<file path="src/core/dio_pkg.sv">
`default_nettype none
// ----------------------------------------
// Shared constants for the buffered I/O port
// ----------------------------------------
package dio_pkg;
  // Channel count equals the accumulator width
  localparam int CH_N = 12;
  // Clock and instruction pacing
  localparam int CLK_PERIOD_NS = 8;
  localparam int INSTR_TIME_NS = 1200;
  localparam int INSTR_CYC_DEF = (INSTR_TIME_NS + CLK_PERIOD_NS - 1) / CLK_PERIOD_NS;
  // Register byte offsets
  localparam logic [7:0] OFF_IOT = 8'h00;
  localparam logic [7:0] OFF_RESULT = 8'h04;
  localparam logic [7:0] OFF_MODE = 8'h08;
  localparam logic [7:0] OFF_IMASK = 8'h0C;
  localparam logic [7:0] OFF_DEVSEL = 8'h10;
  localparam logic [7:0] OFF_STATUS = 8'h14;
  localparam logic [7:0] OFF_OUTPUT = 8'h18;
  // Instruction word layout: code above the accumulator
  localparam int IOT_CODE_LSB = 12;
  localparam logic [2:0] IOT_GROUP = 3'h6;
  localparam logic [2:0] IOT_UNIT = 3'h5;
  localparam logic [2:0] HSIZE_WORD = 3'h2;
  // Reset values
  localparam logic [11:0] MODE_RST = 12'h000;
  localparam logic [11:0] IMASK_RST = 12'hFFF;
  localparam logic [2:0] DEVSEL_RST = 3'h0;
  localparam logic [11:0] OUT_N_RST = 12'hFFF;
  // Low octal digit of the instruction code
  typedef enum logic [2:0] {
    OP_INT_DIS = 3'h0,
    OP_INT_EN = 3'h1,
    OP_SKIP = 3'h2,
    OP_CLR_IN = 3'h3,
    OP_RD_IN = 3'h4,
    OP_CLR_OUT = 3'h5,
    OP_SET_OUT = 3'h6,
    OP_RD_OUT = 3'h7
  } iot_op_t;
  // Bus sequencer, Gray along idle-exec-wait
  typedef enum logic [1:0] {
    BUS_IDLE = 2'h0,
    BUS_EXEC = 2'h1,
    BUS_WAIT = 2'h3
  } bus_state_t;
endpackage
`default_nettype wire

</file>
<file path="src/core/dio_port.sv">
// The placing of the registers and the AHB-Lite register port were decided locally.
`timescale 1ns/100ps
`default_nettype none
module dio_port #(
  parameter int INSTR_CYC = dio_pkg::INSTR_CYC_DEF
) (
  input wire logic mclk,
  input wire logic srst,
  input wire logic hsel,
  input wire logic [31:0] haddr,
  input wire logic [1:0] htrans,
  input wire logic hwrite,
  input wire logic [2:0] hsize,
  input wire logic [31:0] hwdata,
  input wire logic hready,
  output logic [31:0] hrdata,
  output logic hreadyout,
  output logic hresp,
  input wire logic [dio_pkg::CH_N-1:0] in_lines_n,
  output logic [dio_pkg::CH_N-1:0] out_lines_n,
  output logic irq_req,
  output logic skip_req
);
  import dio_pkg::*;

  // ----------------------------------------
  // Elaboration checks
  // ----------------------------------------
  // Pacing check needs eight stalled edges and a delay range of at most 1000
  if (INSTR_CYC < 9 || INSTR_CYC > 1000) begin : g_chk
    $error("dio_port: INSTR_CYC out of range");
  end
  // Cycles from the eighth stalled edge to the first ready edge
  localparam int PACE_N = INSTR_CYC - 7;

  // ----------------------------------------
  // Declarations
  // ----------------------------------------
  bus_state_t state_r, state_nxt;
  logic [15:0] cnt_r;
  logic [31:0] hrdata_r;
  logic hready_r;
  logic hresp_r;
  logic we_mode_r, we_imask_r, we_devsel_r;
  logic [11:0] mode_r;
  logic [11:0] imask_r;
  logic [2:0] devsel_r;
  logic [11:0] out_r, out_nxt;
  logic [11:0] out_n_r;
  logic ien_r, ien_nxt;
  logic irq_r;
  logic skip_r;
  logic [11:0] res_data_r;
  logic res_skip_r;
  logic res_sel_r;
  logic [11:0] cap_w;
  logic [11:0] fall_w;

  function automatic logic hit(input logic [31:0] a, input logic [7:0] off);
    hit = (a == {24'h000000, off});
  endfunction

  // ----------------------------------------
  // Address phase decode
  // ----------------------------------------
  // Only whole-word accesses reach a register; others are ignored and leave the read data unchanged
  wire addr_ph = hsel & htrans[1] & hready & (hsize == HSIZE_WORD);
  wire wr_take = addr_ph & hwrite;
  wire rd_take = addr_ph & ~hwrite;
  wire iot_take = wr_take & hit(haddr, OFF_IOT);

  // ----------------------------------------
  // Instruction decode, valid in the exec cycle
  // ----------------------------------------
  wire [11:0] code_w = hwdata[IOT_CODE_LSB+11:IOT_CODE_LSB];
  wire [11:0] ac_w = hwdata[11:0];
  wire [2:0] op_w = code_w[2:0];
  wire sel_w = (code_w[11:9] == IOT_GROUP) & (code_w[8:6] == IOT_UNIT)
               & (code_w[5:3] == devsel_r);
  wire exec_w = (state_r == BUS_EXEC) & sel_w;
  wire op_int_dis = exec_w & (op_w == OP_INT_DIS);
  wire op_int_en = exec_w & (op_w == OP_INT_EN);
  wire op_skip = exec_w & (op_w == OP_SKIP);
  wire op_clr_in = exec_w & (op_w == OP_CLR_IN);
  wire op_rd_in = exec_w & (op_w == OP_RD_IN);
  wire op_clr_out = exec_w & (op_w == OP_CLR_OUT);
  wire op_set_out = exec_w & (op_w == OP_SET_OUT);
  wire op_rd_out = exec_w & (op_w == OP_RD_OUT);

  // ----------------------------------------
  // Input path
  // ----------------------------------------
  edge_capture #(
    .WIDTH(CH_N)
  ) u_cap (
    .mclk(mclk),
    .srst(srst),
    .line_n(in_lines_n),
    .clr(op_clr_in ? ac_w : 12'h000),
    .cap(cap_w),
    .fall(fall_w)
  );

  // Capture keeps running on level bits; clear them before going back to edge
  // Level bits bypass the capture flop and show the live line inverted
  wire [11:0] eff_in = (mode_r & ~in_lines_n) | (~mode_r & cap_w);
  // Masked-off bits carry data only
  wire flag_w = |(eff_in & imask_r);

  // ----------------------------------------
  // Output and enable next values
  // ----------------------------------------
  // Set and clear never coincide: one instruction per exec cycle
  assign out_nxt = op_set_out ? (out_r | ac_w) :
                   op_clr_out ? (out_r & ~ac_w) : out_r;
  assign ien_nxt = op_int_en ? 1'b1 : op_int_dis ? 1'b0 : ien_r;

  // ----------------------------------------
  // Read data mux
  // ----------------------------------------
  wire [31:0] rd_word =
    hit(haddr, OFF_RESULT) ? {18'h0, res_sel_r, res_skip_r, res_data_r} :
    hit(haddr, OFF_MODE) ? {20'h0, mode_r} :
    hit(haddr, OFF_IMASK) ? {20'h0, imask_r} :
    hit(haddr, OFF_DEVSEL) ? {29'h0, devsel_r} :
    hit(haddr, OFF_STATUS) ? {18'h0, ien_r, flag_w, eff_in} :
    hit(haddr, OFF_OUTPUT) ? {20'h0, out_r} : 32'h0;

  // ----------------------------------------
  // Bus sequencer
  // ----------------------------------------
  // An instruction write stalls for one instruction time so that
  // back-to-back set/clear still yields a visible pulse
  always_comb begin
    state_nxt = state_r;
    case (state_r)
      BUS_IDLE: state_nxt = iot_take ? BUS_EXEC : BUS_IDLE;
      BUS_EXEC: state_nxt = BUS_WAIT;
      BUS_WAIT: state_nxt = (cnt_r == 16'(INSTR_CYC - 1)) ? BUS_IDLE : BUS_WAIT;
      default: state_nxt = BUS_IDLE;
    endcase
  end

  // State, pacing counter and ready
  always_ff @(posedge mclk) begin
    if (srst) begin
      state_r <= BUS_IDLE;
      cnt_r <= 16'h0000;
      hready_r <= 1'b1;
    end else begin
      state_r <= state_nxt;
      cnt_r <= (state_r == BUS_EXEC) ? 16'h0001 : cnt_r + 16'h0001;
      hready_r <= (state_nxt == BUS_IDLE);
    end
  end

  // Read data and response; reads never wait
  always_ff @(posedge mclk) begin
    if (srst) begin
      hrdata_r <= 32'h00000000;
      hresp_r <= 1'b0;
    end else begin
      hrdata_r <= rd_take ? rd_word : hrdata_r;
      hresp_r <= 1'b0;
    end
  end

  // Configuration writes land two edges after their address phase
  always_ff @(posedge mclk) begin
    if (srst) begin
      we_mode_r <= 1'b0;
      we_imask_r <= 1'b0;
      we_devsel_r <= 1'b0;
      mode_r <= MODE_RST;
      imask_r <= IMASK_RST;
      devsel_r <= DEVSEL_RST;
    end else begin
      we_mode_r <= wr_take & hit(haddr, OFF_MODE);
      we_imask_r <= wr_take & hit(haddr, OFF_IMASK);
      we_devsel_r <= wr_take & hit(haddr, OFF_DEVSEL);
      if (we_mode_r) begin
        mode_r <= hwdata[11:0];
      end
      if (we_imask_r) begin
        imask_r <= hwdata[11:0];
      end
      if (we_devsel_r) begin
        devsel_r <= hwdata[2:0];
      end
    end
  end

  // ----------------------------------------
  // Device state
  // ----------------------------------------
  // Pin register holds the inverse so the lines sink for a one
  always_ff @(posedge mclk) begin
    if (srst) begin
      out_r <= 12'h000;
      out_n_r <= OUT_N_RST;
      ien_r <= 1'b0;
      irq_r <= 1'b0;
      skip_r <= 1'b0;
    end else begin
      out_r <= out_nxt;
      out_n_r <= ~out_nxt;
      ien_r <= ien_nxt;
      irq_r <= flag_w & ien_r;
      skip_r <= op_skip & flag_w;
    end
  end

  // Answer of the last instruction, read back through the result word
  always_ff @(posedge mclk) begin
    if (srst) begin
      res_data_r <= 12'h000;
      res_skip_r <= 1'b0;
      res_sel_r <= 1'b0;
    end else if (state_r == BUS_EXEC) begin
      res_sel_r <= sel_w;
      res_skip_r <= op_skip & flag_w;
      res_data_r <= op_rd_in ? eff_in : op_rd_out ? out_r : res_data_r;
    end
  end

  assign hrdata = hrdata_r;
  assign hreadyout = hready_r;
  assign hresp = hresp_r;
  assign out_lines_n = out_n_r;
  assign irq_req = irq_r;
  assign skip_req = skip_r;

  // ----------------------------------------
  // Assertions
  // ----------------------------------------
  a_out_polarity: assert property (@(posedge mclk) disable iff (srst)
    out_lines_n == ~out_r)
    else $error("output pins not the inverse of the output register");

  a_out_hold: assert property (@(posedge mclk) disable iff (srst)
    !(op_set_out | op_clr_out) |=> $stable(out_r))
    else $error("output register changed without an output instruction");

  a_edge_set: assert property (@(posedge mclk) disable iff (srst)
    (fall_w & ~mode_r) != 12'h000 |=> (cap_w & $past(fall_w)) == $past(fall_w))
    else $error("falling edge not captured");

  a_level_bypass: assert property (@(posedge mclk) disable iff (srst)
    (eff_in & mode_r) == (~in_lines_n & mode_r))
    else $error("level bit does not follow its line");

  a_clr_in_sel: assert property (@(posedge mclk) disable iff (srst)
    op_clr_in |=> (cap_w & $past(ac_w) & ~$past(fall_w)) == 12'h000)
    else $error("selected input bit not cleared");

  a_clr_in_keep: assert property (@(posedge mclk) disable iff (srst)
    op_clr_in |=> ((cap_w ^ $past(cap_w)) & ~$past(ac_w) & ~$past(fall_w)) == 12'h000)
    else $error("unselected input bit changed on clear");

  a_cap_sticky: assert property (@(posedge mclk) disable iff (srst)
    !op_clr_in |=> (cap_w & $past(cap_w)) == $past(cap_w))
    else $error("captured bit lost without a clear");

  a_out_clr: assert property (@(posedge mclk) disable iff (srst)
    op_clr_out |=> (out_r & $past(ac_w)) == 12'h000 && out_lines_n == ~out_r)
    else $error("clear-outputs left a selected bit set");

  a_out_set: assert property (@(posedge mclk) disable iff (srst)
    op_set_out |=> out_r == ($past(out_r) | $past(ac_w)))
    else $error("set-outputs result wrong");

  a_iot_pace: assert property (@(posedge mclk) disable iff (srst)
    iot_take |=> !hreadyout [*8] ##[PACE_N:PACE_N] (hreadyout && !$past(hreadyout)))
    else $error("instruction stall not one instruction time");

  a_rd_in: assert property (@(posedge mclk) disable iff (srst)
    op_rd_in |=> res_data_r == $past(eff_in))
    else $error("read-inputs returned wrong value");

  a_ien_set: assert property (@(posedge mclk) disable iff (srst)
    op_int_en |=> ien_r ##1 (irq_req == $past(flag_w)))
    else $error("interrupt enable not effective");

  a_skip_flag: assert property (@(posedge mclk) disable iff (srst)
    (state_r == BUS_EXEC) |=> skip_req == ($past(op_skip) & $past(flag_w)))
    else $error("skip does not match the flag");

  a_masked_bits: assert property (@(posedge mclk) disable iff (srst)
    (eff_in & imask_r) == 12'h000 |=> !irq_req)
    else $error("masked input raised an interrupt");

  a_dev_select: assert property (@(posedge mclk) disable iff (srst)
    (state_r == BUS_EXEC) && !sel_w |=> $stable(out_r) && !skip_req && !res_sel_r)
    else $error("instruction for another unit acted");

  a_ien_clear: assert property (@(posedge mclk) disable iff (srst)
    op_int_dis |=> !ien_r ##1 !irq_req)
    else $error("interrupt disable not effective");

  a_rd_out: assert property (@(posedge mclk) disable iff (srst)
    op_rd_out |=> res_data_r == $past(out_r))
    else $error("read-outputs returned wrong value");

  a_clr_out_keep: assert property (@(posedge mclk) disable iff (srst)
    op_clr_out |=> ((out_r ^ $past(out_r)) & ~$past(ac_w)) == 12'h000)
    else $error("clear-outputs changed an unselected bit");

  a_skip_source: assert property (@(posedge mclk) disable iff (srst)
    skip_req |-> $past(op_skip) && $past(flag_w))
    else $error("skip raised without a skip on a set flag");

  a_skip_masked: assert property (@(posedge mclk) disable iff (srst)
    op_skip && (eff_in & imask_r) == 12'h000 |=> !skip_req)
    else $error("masked input caused a skip");

  a_irq_gate: assert property (@(posedge mclk) disable iff (srst)
    !ien_r |=> !irq_req)
    else $error("interrupt request without enable");

  a_ien_hold: assert property (@(posedge mclk) disable iff (srst)
    !(op_int_en || op_int_dis) |=> $stable(ien_r))
    else $error("interrupt enable changed without an instruction");

  a_reset_state: assert property (@(posedge mclk)
    srst |=> out_r == 12'h000 && cap_w == 12'h000 && !ien_r && out_lines_n == OUT_N_RST)
    else $error("reset did not clear device state");
endmodule // dio_port
`default_nettype wire

</file>
<file path="src/core/edge_capture.sv">
`timescale 1ns/100ps
`default_nettype none
// ----------------------------------------
// Falling-edge capture flip-flops
// ----------------------------------------
module edge_capture #(
  parameter int WIDTH = dio_pkg::CH_N
) (
  input wire logic mclk,
  input wire logic srst,
  input wire logic [WIDTH-1:0] line_n,
  input wire logic [WIDTH-1:0] clr,
  output logic [WIDTH-1:0] cap,
  output logic [WIDTH-1:0] fall
);
  import dio_pkg::*;

  logic [WIDTH-1:0] prev_r;
  logic [WIDTH-1:0] cap_r;

  if (WIDTH < 1) begin : g_chk
    $error("edge_capture: WIDTH must be at least 1");
  end

  // High-to-low seen between two samples
  assign fall = prev_r & ~line_n;
  assign cap = cap_r;

  // Idle lines sit high, so prev starts high to avoid a false edge
  always_ff @(posedge mclk) begin
    if (srst) begin
      prev_r <= {WIDTH{1'b1}};
      cap_r <= '0;
    end else begin
      prev_r <= line_n;
      cap_r <= fall | (cap_r & ~clr);
    end
  end
endmodule // edge_capture
`default_nettype wire

</file>
<file path="config.mk">
export PLATFORM = sky130hd
export DESIGN_NAME = dio_port
export DESIGN_NICKNAME = d
export VERILOG_FILES = /design/src/core/dio_pkg.sv /design/src/core/dio_port.sv /design/src/core/edge_capture.sv
export SDC_FILE = /design/constraint.sdc
export NUM_CORES = 1
export LEC_CHECK = 0
export ABC_AREA = 1
export BUFFER_PORTS_ARGS = -buffer_cell sky130_fd_sc_hd__buf_2
export CORE_MARGIN = 2
export CORE_UTILIZATION = 40
export DETAILED_ROUTE_END_ITERATION = 7
export PLACE_DENSITY = 0.64
export SLEW_MARGIN = 15
export SYNTH_ARGS = -nofsm -noshare
export SYNTH_HDL_FRONTEND = slang
export SYNTH_SLANG_ARGS = --single-unit
</file>
<file path="constraint.sdc">
create_clock -name mclk -period 1.7 [get_ports mclk]
set_clock_uncertainty 0.05 [all_clocks]
set_input_delay 0 -clock mclk [delete_from_list [all_inputs] [get_ports mclk]]
set_output_delay 0 -clock mclk [all_outputs]
set_load 0.01 [all_outputs]
</file>
Yosys cells after proc, flatten, opt, wreduce, memory -nomap -nowiden
Cells that the tools add are included.
- reduce and logical (&&, ||, !) cells: 9
- muxes and demuxes: 17
- equality and inequality tests: 20
- bitwise gates (word level): 37
- add/subtract/negate cells: 1
- operators with widths (cell ; number):
    == test 32 x 5 -> 1 bit (second input constant) ; 3
    AND 12 bit ; 6
    2-to-1 mux 12 bit ; 6
    2-to-1 mux 14 bit ; 5
    == test 32 x 4 -> 1 bit (second input constant) ; 2
    inverter 12 bit ; 5
    OR 12 bit ; 3
    == test 32 x 3 -> 1 bit (second input constant) ; 1
    logical NOT 32 bit ; 1
    AND 1 bit ; 22
    == test 3 bit (second input constant) ; 6
    adder 16 x 1 -> 16 bit (second input constant) ; 1
    == test 16 x 8 -> 1 bit (second input constant) ; 1
    OR reduction 12 bit ; 1
    == test 3 x 2 -> 1 bit (second input constant) ; 3
    one-hot mux 2 bit (3 select lines) ; 1
    logical NOT 2 bit ; 2
    2-to-1 mux 1 bit ; 4
    nonzero test 2 bit ; 2
    == test 3 x 1 -> 1 bit (second input constant) ; 1
    == test 3 bit ; 1
    logical NOT 3 bit ; 1
    == test 2 x 1 -> 1 bit (second input constant) ; 1
    == test 2 bit (second input constant) ; 1
    4 further kinds ; 4
- input bits: 86
- flip-flop bits (word level): 146
- output and inout bits: 48
- word-level logic and storage cells: 105

Longest topological paths before layout
Gate-level depths: netlist (run 1).
- depth in word-level cells: 10
- mapped depth: 12
- gate-level depth less buffers: 11

Cells and area by module
A second synthesis (run 1) with hierarchy kept.
- cell total of the unflattened synthesis: 934
- area, all modules: 6227.2 sq um
- by module, submodules not included (module ; instances ; cells each ; seq. area each (sq um) ; area each (sq um)):
    dio_port ; 1 ; 823 ; 2082.0 ; 5393.9
    edge_capture ; 1 ; 111 ; 480.5 ; 833.3

Worst setup path after synthesis (run 1)
OpenSTA, ideal clock, no wires.
- path kind: flip-flop to flip-flop
- start: register devsel_r[1]
- end: register res_data_r[0]
- setup time: 115 ps
- clock period less this slack: 1706 ps
- cell stages (with the launch flop): 8
- required time: 1535 ps
- buffers on the path: 1
- slack: -6 ps
- arrival time: 1541 ps
- path through: dfxtp_1 > or2_1 > a21oi_2 > inv_2 > nor3b_4 > buf_2 > o2111ai_1 > o21a_1
- word-level cells in the longest chain between the ends: 6
- elaborated cells on any way between the ends: 8
- classes of those cells: eq/ne: 1; mux: 1; bitwise: 4; reduce/logical: 2
- ends and longest elaborated chain (element ; line ; RTL):
    start: declaration ; dio_port.sv:47 ; logic [2:0] devsel_r;
    start signal: assignment ; dio_port.sv:188 ; devsel_r <= hwdata[2:0];
    == test 3 bit (*) ; dio_port.sv:79 ; & (code_w[5:3] == devsel_r);
    AND 1 bit (*) ; dio_port.sv:79 ;
    AND 1 bit (*) ; dio_port.sv:80 ; wire exec_w = (state_r == BUS_EXEC) & sel_w;
    AND 1 bit, on equally long branches ; dio_port.sv:85, dio_port.sv:88 ;
    nonzero test 2 bit (no line) ; n/a ;
    AND reduction 2 bit (no line) ; n/a ;
    end signal: assignment ; dio_port.sv:222 ; res_data_r <= op_rd_in ? eff_in : op_rd_out ? out_r : res_data_r;
    end: declaration ; dio_port.sv:53 ; logic [11:0] res_data_r;
Every way passes the cells marked *; elsewhere a longest branch is shown, timed or not.
A chain may end at the register's enable or synchronous reset.

Final worst setup path (run 1)
- start: register devsel_r[1]
- end: register res_data_r[5]
The elaborated chain is that of the path after synthesis.

==> results of run 1 <==
registers in the layout, indices dropped and copies added (netlist names):
name	cells
u_cap.cap	12
out_lines_n	12
state_r	2
ien_r	1
res_skip_r	1
hrdata	14
irq_req	1
we_devsel_r	1
res_data_r	12
we_mode_r	1
we_imask_r	1
mode_r	12
hreadyout	1
res_sel_r	1
devsel_r	3
u_cap.prev_r	12
imask_r	12
cnt_r	16
skip_req	1
out_r	12
path summary, 6_finish.rpt:
| path | startpoint | endpoint | slack, ns |
|---|---|---|---|
| setup / recovery | devsel_r[1]$_SDFFE_PP0P_ | res_data_r[5]$_SDFFE_PP0P_ | -0.13 |
| hold / removal | haddr[2] | we_devsel_r$_SDFF_PP0_ | -0.008 |
| setup reg to reg | devsel_r[1]$_SDFFE_PP0P_ | res_data_r[5]$_SDFFE_PP0P_ | -0.13 |
| hold reg to reg | u_cap.prev_r[6]$_SDFF_PP1_ | u_cap.cap[6]$_SDFF_PP0_ | 0.40 |
worst max-delay path: stages (launching register included):
cell	delay, ns
dfxtp_1	0.30
or2_1	0.23
a21oi_2	0.20
inv_2	0.06
nor3b_4	0.29
buf_4	0.26
o2111ai_1	0.13
o21a_1	0.20
synthesized netlist by cell type (all sizes together):
| cell | n |
|---|---|
| nand2 | 193 |
| dfxtp | 128 |
| inv | 112 |
| nand3 | 85 |
| nor2 | 78 |
| a21oi | 64 |
| o21ai | 60 |
| buf | 37 |
| clkbuf | 19 |
| o21a | 13 |
| o2111ai | 12 |
| nand4 | 11 |
| o211ai | 11 |
| o21bai | 9 |
| nor3 | 8 |
| nor4 | 6 |
| nand3b | 4 |
| clkinv | 3 |
| or2 | 3 |
| xor2 | 3 |
| ha | 2 |
| nor3b | 2 |
| xnor2 | 2 |
| a31oi | 1 |
| a41oi | 1 |
| and2 | 1 |
| and3 | 1 |
| conb | 1 |
| o211a | 1 |
| o22ai | 1 |
cell families (layout without fill, tap and decap cells):
group,after synthesis,after routing
adder cells (fa/ha/maj),2,2
AND/OR/NAND/NOR,392,392
AO/OA/AOI/OAI,173,173
other,1,19
flip-flops,128,128
XOR/XNOR,5,5
buffers and inverters,171,353
power groups by stage:
stage	clock, uW	sequential [uW]	combinational (uW)
CTS	3800	3070	527
floorplan	0	3140	273
finish	3740	3080	534
detailed placement	0	3140	463
global placement	0	3140	459
global route	3940	3080	598
metrics by stage:
stage	hold slack, ns	utilization	instance area [um2]
after floorplan	0.04662	-	6307
after global placement	0.1630	0.4789	7281
after detailed placement	0.1612	0.4789	7281
after CTS	0.001034	0.5460	8300
after global routing	0.02219	0.5526	8401
final	-0.007778	0.5526	8401
routing by layer:
metal,routed length [um],global-route usage
met5,0,0
met2,7920,0.3517
met3,847,0.05281
met4,309,0.06394
met1,8234,0.2817
timing repair:
action | 4_1_cts | 5_1_grt
cloned | 0 | 0
hold buffers | 38 | 0
pin swaps | 0 | 11
buffers inserted | 0 | 3
setup endpoints to repair | 51 | 66
endpoints found under the hold margin | 90 | 0
resized for setup | 19 | 32
layout make-up:
cell class / instances / area, um2
Fill cell: 1422 / 6802
Multi-Input combinational cell: 591 / 3094
Sequential cell: 128 / 2565
Timing Repair Buffer: 206 / 1464
Inverter: 115 / 431.7
Clock buffer: 17 / 425.4
Tap cell: 188 / 235.2
Clock inverter: 15 / 185.2
==> results.json, run 1 <==
{
  "outcome": "finished with violations",
  "violations": "negative hold slack, negative setup slack",
  "synth-simple-area-share": 0.2883,
  "setup_viol": 48,
  "dp_slack_ns": -0.1437,
  "max_freq_mhz": 546.0,
  "area_growth_pct": 34.63,
  "yosysSeqAreaShare": 0.4107,
  "start_util": 0.4105,
  "worstMarginPinSlew_ns": 0.5375,
  "crit_type": "reg -> reg",
  "synth_compound_area_frac": 0.1676,
  "grt_use_total": 0.2149,
  "fin_ws_ns": -0.1315,
  "gp_congestion": 0.8863,
  "synthXorXnorAreaFrac": 0.007018,
  "whs_path_depth": 6,
  "post-route-period-util": 1.077,
  "drv_cap": 0,
  "nNetsFinal": 1147,
  "tns_ns": -4.405,
  "cts-root-buf": "clkbuf_16",
  "grt_pass1_wl_mm": 28.12,
  "pwr-share-seq": 0.419,
  "first_iter_violations": 452,
  "dp.cells": 1189,
  "netSwitchingPower_uw": 1746,
  "setup.worst_path.end_class": "flip-flop",
  "diodes": 0,
  "critical_path_arrival_ns": 2.10,
  "dieArea_um2": 16610,
  "total_power_uw": 7351,
  "drc_errors": 0,
  "dr_total_vias": 6226,
  "insertion_delay_ns": 0.43,
  "ys_top_cells_by_area": "dfxtp_1 41%, nand2_1 11%, inv_1 6.6%",
  "avgSynthCellArea_um2": 7.156,
  "irDropWorstVdd_uv": 783.7,
  "ios": 134,
  "start_kind": "flip-flop",
  "drive_gt1_frac": 0.2528,
  "coreArea_um2": 15200,
  "clkPwrFrac": 0.509,
  "antenna_found_initial": 0,
  "cts_tree": "yes",
  "relSlewSlack": 0.6416,
  "synthAdderAreaFrac": 0.004010,
  "p_leak_uw": 0.003867,
  "clk_pin_slew_worst_paths_ns": 0.06,
  "drtAntennaViolNets": 0,
  "htreeDepth": 4,
  "finalHoldViolations": 1,
  "required_ns": 1.97,
  "combinationalPowerShare": 0.073,
  "cts.sinks": 128,
  "layout.cells.non_filler": 1260,
  "first_global_vias": 5933,
  "rsz0062_at_grt": "true",
  "die_w_um": 128.9,
  "yosysTopAreaCell": "dfxtp_1",
  "swShare": 0.2376,
  "p_int_uw": 5604,
  "hold_path.class": "in -> reg",
  "power_density_nw_per_um2": 875.0,
  "synthDistinctLibCells": 43,
  "die_height_um": 128.9,
  "grt_max_degree": 78,
  "num_rows": 45,
  "period_minus_slack_ns": 1.831,
  "drt_first_pass_iters": 5,
  "wl_per_cell_um": 13.74,
  "synth_mux_area_frac": 0,
  "clk_path_buf_depth": 2,
  "via_per_inst": 4.941,
  "layout_commonest_cell": "nand2_1",
  "synth_seq_cells": 128,
  "routed_wl_mm": 17.31,
  "slew_viol_final": 0,
  "netlist_area_um2": 6240,
  "grt_overflow": 0,
  "synthCells": 872,
  "synth_warnings": 0,
  "dp_hpwl_mm": 12.38,
  "portBuffers": 105,
  "layout.cells.most_common_list": "177 x nand2_1, 126 x dfxtp_1, 109 x inv_1",
  "cts-buffers-inserted": 17,
  "r2r_cells": 7,
  "hold_slack_ns": -0.007778,
  "synth_top_family_by_area": "simple AND/OR/NAND/NOR gates",
  "crit_path_max_fanout": 12,
  "yosysTopAreaCellShare": 0.4107
}
Power figures use the tool's default switching activity.
==> run 2: changes to the inputs <==
Settings changed: CORE_ASPECT_RATIO set to 1.25, SLEW_MARGIN 15 to 20.
==> run 2 against run 1 <==
- largest cell class unchanged
- clock power down 3%
- worst setup slack better by 0.041 ns
- the flow finishes with violations (negative setup slack)
- routed wire length up 2.9%
- die area about the same
- sequential share of layout area down 0.25 points
- global-route usage up 0.098 points
- critical path depth unchanged
==> results.json, run 2 (synthesis results as in run 1) <==
{
  "outcome": "finished with violations",
  "violations": "negative setup slack",
  "setup.worst_path.end_class": "flip-flop",
  "drv_cap": 0,
  "htreeDepth": 4,
  "wl_per_cell_um": 13.91,
  "via_per_inst": 4.860,
  "layout_commonest_cell": "nand2_1",
  "critPathSlowestCell": "dfxtp_2",
  "diodes": 0,
  "start_kind": "flip-flop",
  "first_global_vias": 5810,
  "max_freq_mhz": 558.7,
  "start_util": 0.4041,
  "die_w_um": 115.7,
  "fin_ws_ns": -0.09001,
  "num_rows": 51,
  "dieArea_um2": 16620,
  "worst_path_largest_cell_delay_ns": 0.31,
  "regMostFlops": "cnt_r",
  "grt_overflow": 0,
  "cts-root-buf": "clkbuf_16",
  "drc_errors": 0,
  "irDropWorstVdd_uv": 531.8,
  "grt_pass1_wl_mm": 28.15,
  "crit_type": "reg -> reg",
  "portBuffers": 105,
  "setup_viol": 36,
  "cp_cell_sequence": "or2_1, a21oi_2, inv_2, nor3b_4, buf_4, o2111ai_1, o21a_1",
  "cts_tree": "yes",
  "grt_use_total": 0.2159,
  "dpl_cell_area_um2": 7258,
  "r2r-start": "devsel_r[1]$_SDFFE_PP0P_",
  "dp.cells": 1206,
  "cts.sinks": 128,
  "hold_path.class": "in -> reg",
  "coreArea_um2": 15440,
  "clk_pin_slew_worst_paths_ns": 0.06,
  "power_density_nw_per_um2": 854.2,
  "r2r_cells": 7,
  "final_cell_area_um2": 8486,
  "drtAntennaViolNets": 0,
  "drt_first_pass_iters": 5,
  "dp_hpwl_mm": 12.33,
  "antenna_found_initial": 0,
  "insertion_delay_ns": 0.42,
  "r2r_slack_ns": -0.09,
  "gp_congestion": 0.8347,
  "ios": 134,
  "finalHoldViolations": 0,
  "hold_start": "haddr[28]",
  "layout.cells.non_filler": 1281,
  "period_minus_slack_ns": 1.790,
  "whs_path_depth": 6,
  "drive_gt1_frac": 0.2675,
  "final_util": 0.5495,
  "slew_viol_final": 0,
  "clk_path_buf_depth": 2,
  "required_ns": 1.96,
  "rsz0062_at_grt": "true",
  "worstMarginPinSlew_ns": 0.5645,
  "relSlewSlack": 0.6237,
  "post-route-period-util": 1.053,
  "largest_reg_flops": 16,
  "r2r-end": "res_data_r[5]$_SDFFE_PP0P_",
  "dp_slack_ns": -0.06026,
  "first_iter_violations": 321,
  "total_power_uw": 7249,
  "routed_wl_mm": 17.82,
  "p_leak_uw": 0.003837,
  "die_height_um": 143.6,
  "area_growth_pct": 35.99,
  "worstHoldEndpoint": "we_mode_r$_SDFF_PP0_",
  "nNetsFinal": 1145,
  "crit_path_max_fanout": 12,
  "grt_max_degree": 79,
  "dr_total_vias": 6226,
  "cts-buffers-inserted": 17,
  "layout.cells.most_common_list": "174 x nand2_1, 122 x dfxtp_1, 109 x inv_1",
  "critical_path_arrival_ns": 2.05
}
run 2: how the worst max path moves through the flow:
stage	slack [ns]	endpoint	from
CTS	-0.07	u_cap.cap[0]$_SDFF_PP0_	devsel_r[1]$_SDFFE_PP0P_
floorplan	-0.006	res_data_r[0]$_SDFFE_PP0P_	devsel_r[1]$_SDFFE_PP0P_
finish	-0.09	res_data_r[5]$_SDFFE_PP0P_	devsel_r[1]$_SDFFE_PP0P_
detailed placement	-0.06	cnt_r[14]$_SDFF_PP0_	cnt_r[0]$_SDFF_PP0_
global placement	-0.03	res_data_r[5]$_SDFFE_PP0P_	devsel_r[1]$_SDFFE_PP0P_
global route	-0.24	u_cap.cap[11]$_SDFF_PP0_	devsel_r[1]$_SDFFE_PP0P_
run 2: report_power, final:
part           switching (uW)  total, uW  internal (uW)  leakage [uW]
Clock                    1320       3620           2300      0.000288
Combinational             309        549            239       0.00251
Sequential               27.4       3080           3050       0.00104
run 2: per-layer routing:
| metal | up-vias | global-route usage | share of wire |
|---|---|---|---|
| li1 | 3173 | - | - |
| met1 | 2857 | 0.2694 | 0.44 |
| met2 | 167 | 0.3623 | 0.49 |
| met3 | 29 | 0.04766 | 0.046 |
| met4 | 0 | 0.08208 | 0.023 |
| met5 | - | 0 | 0 |
run 2: worst max-delay path, delay by kind of cell, from the launching register on:
kind	cells	cell delay, ns
simple gates	2	0.51
compound gates	3	0.49
buf+inv	2	0.32
flops	1	0.31
run 2: layout make-up:
cell class | instances | area [um2]
repair buffers | 204 | 1484
clock buffers | 22 | 484.2
flip-flops and latches | 128 | 2570
multi-input cells | 591 | 3143
inverters | 115 | 431.7
fillers | 1500 | 6957
well taps | 212 | 265.3
clock inverters | 9 | 107.6
run 2: metrics by stage:
step / setup TNS, ns / hold WS [ns]
2_1_floorplan: -0.05866 / 0.04662
3_5_place_dp: -1.153 / 0.1586
6_report: -1.749 / 0.004647
3_3_place_gp: -0.6029 / 0.1589
4_1_cts: -1.446 / 0.004387
5_1_grt: -9.548 / 0.04412
run 2: what timing repair did:
| action | in CTS | in global routing |
|---|---|---|
| setup buffers | 0 | 2 |
| hold endpoints to repair | 87 | 0 |
| gates resized for setup | 20 | 57 |
| hold buffers | 42 | 0 |
| gates cloned | 0 | 2 |
| endpoints found under the setup margin | 49 | 70 |
| pin swaps | 0 | 13 |
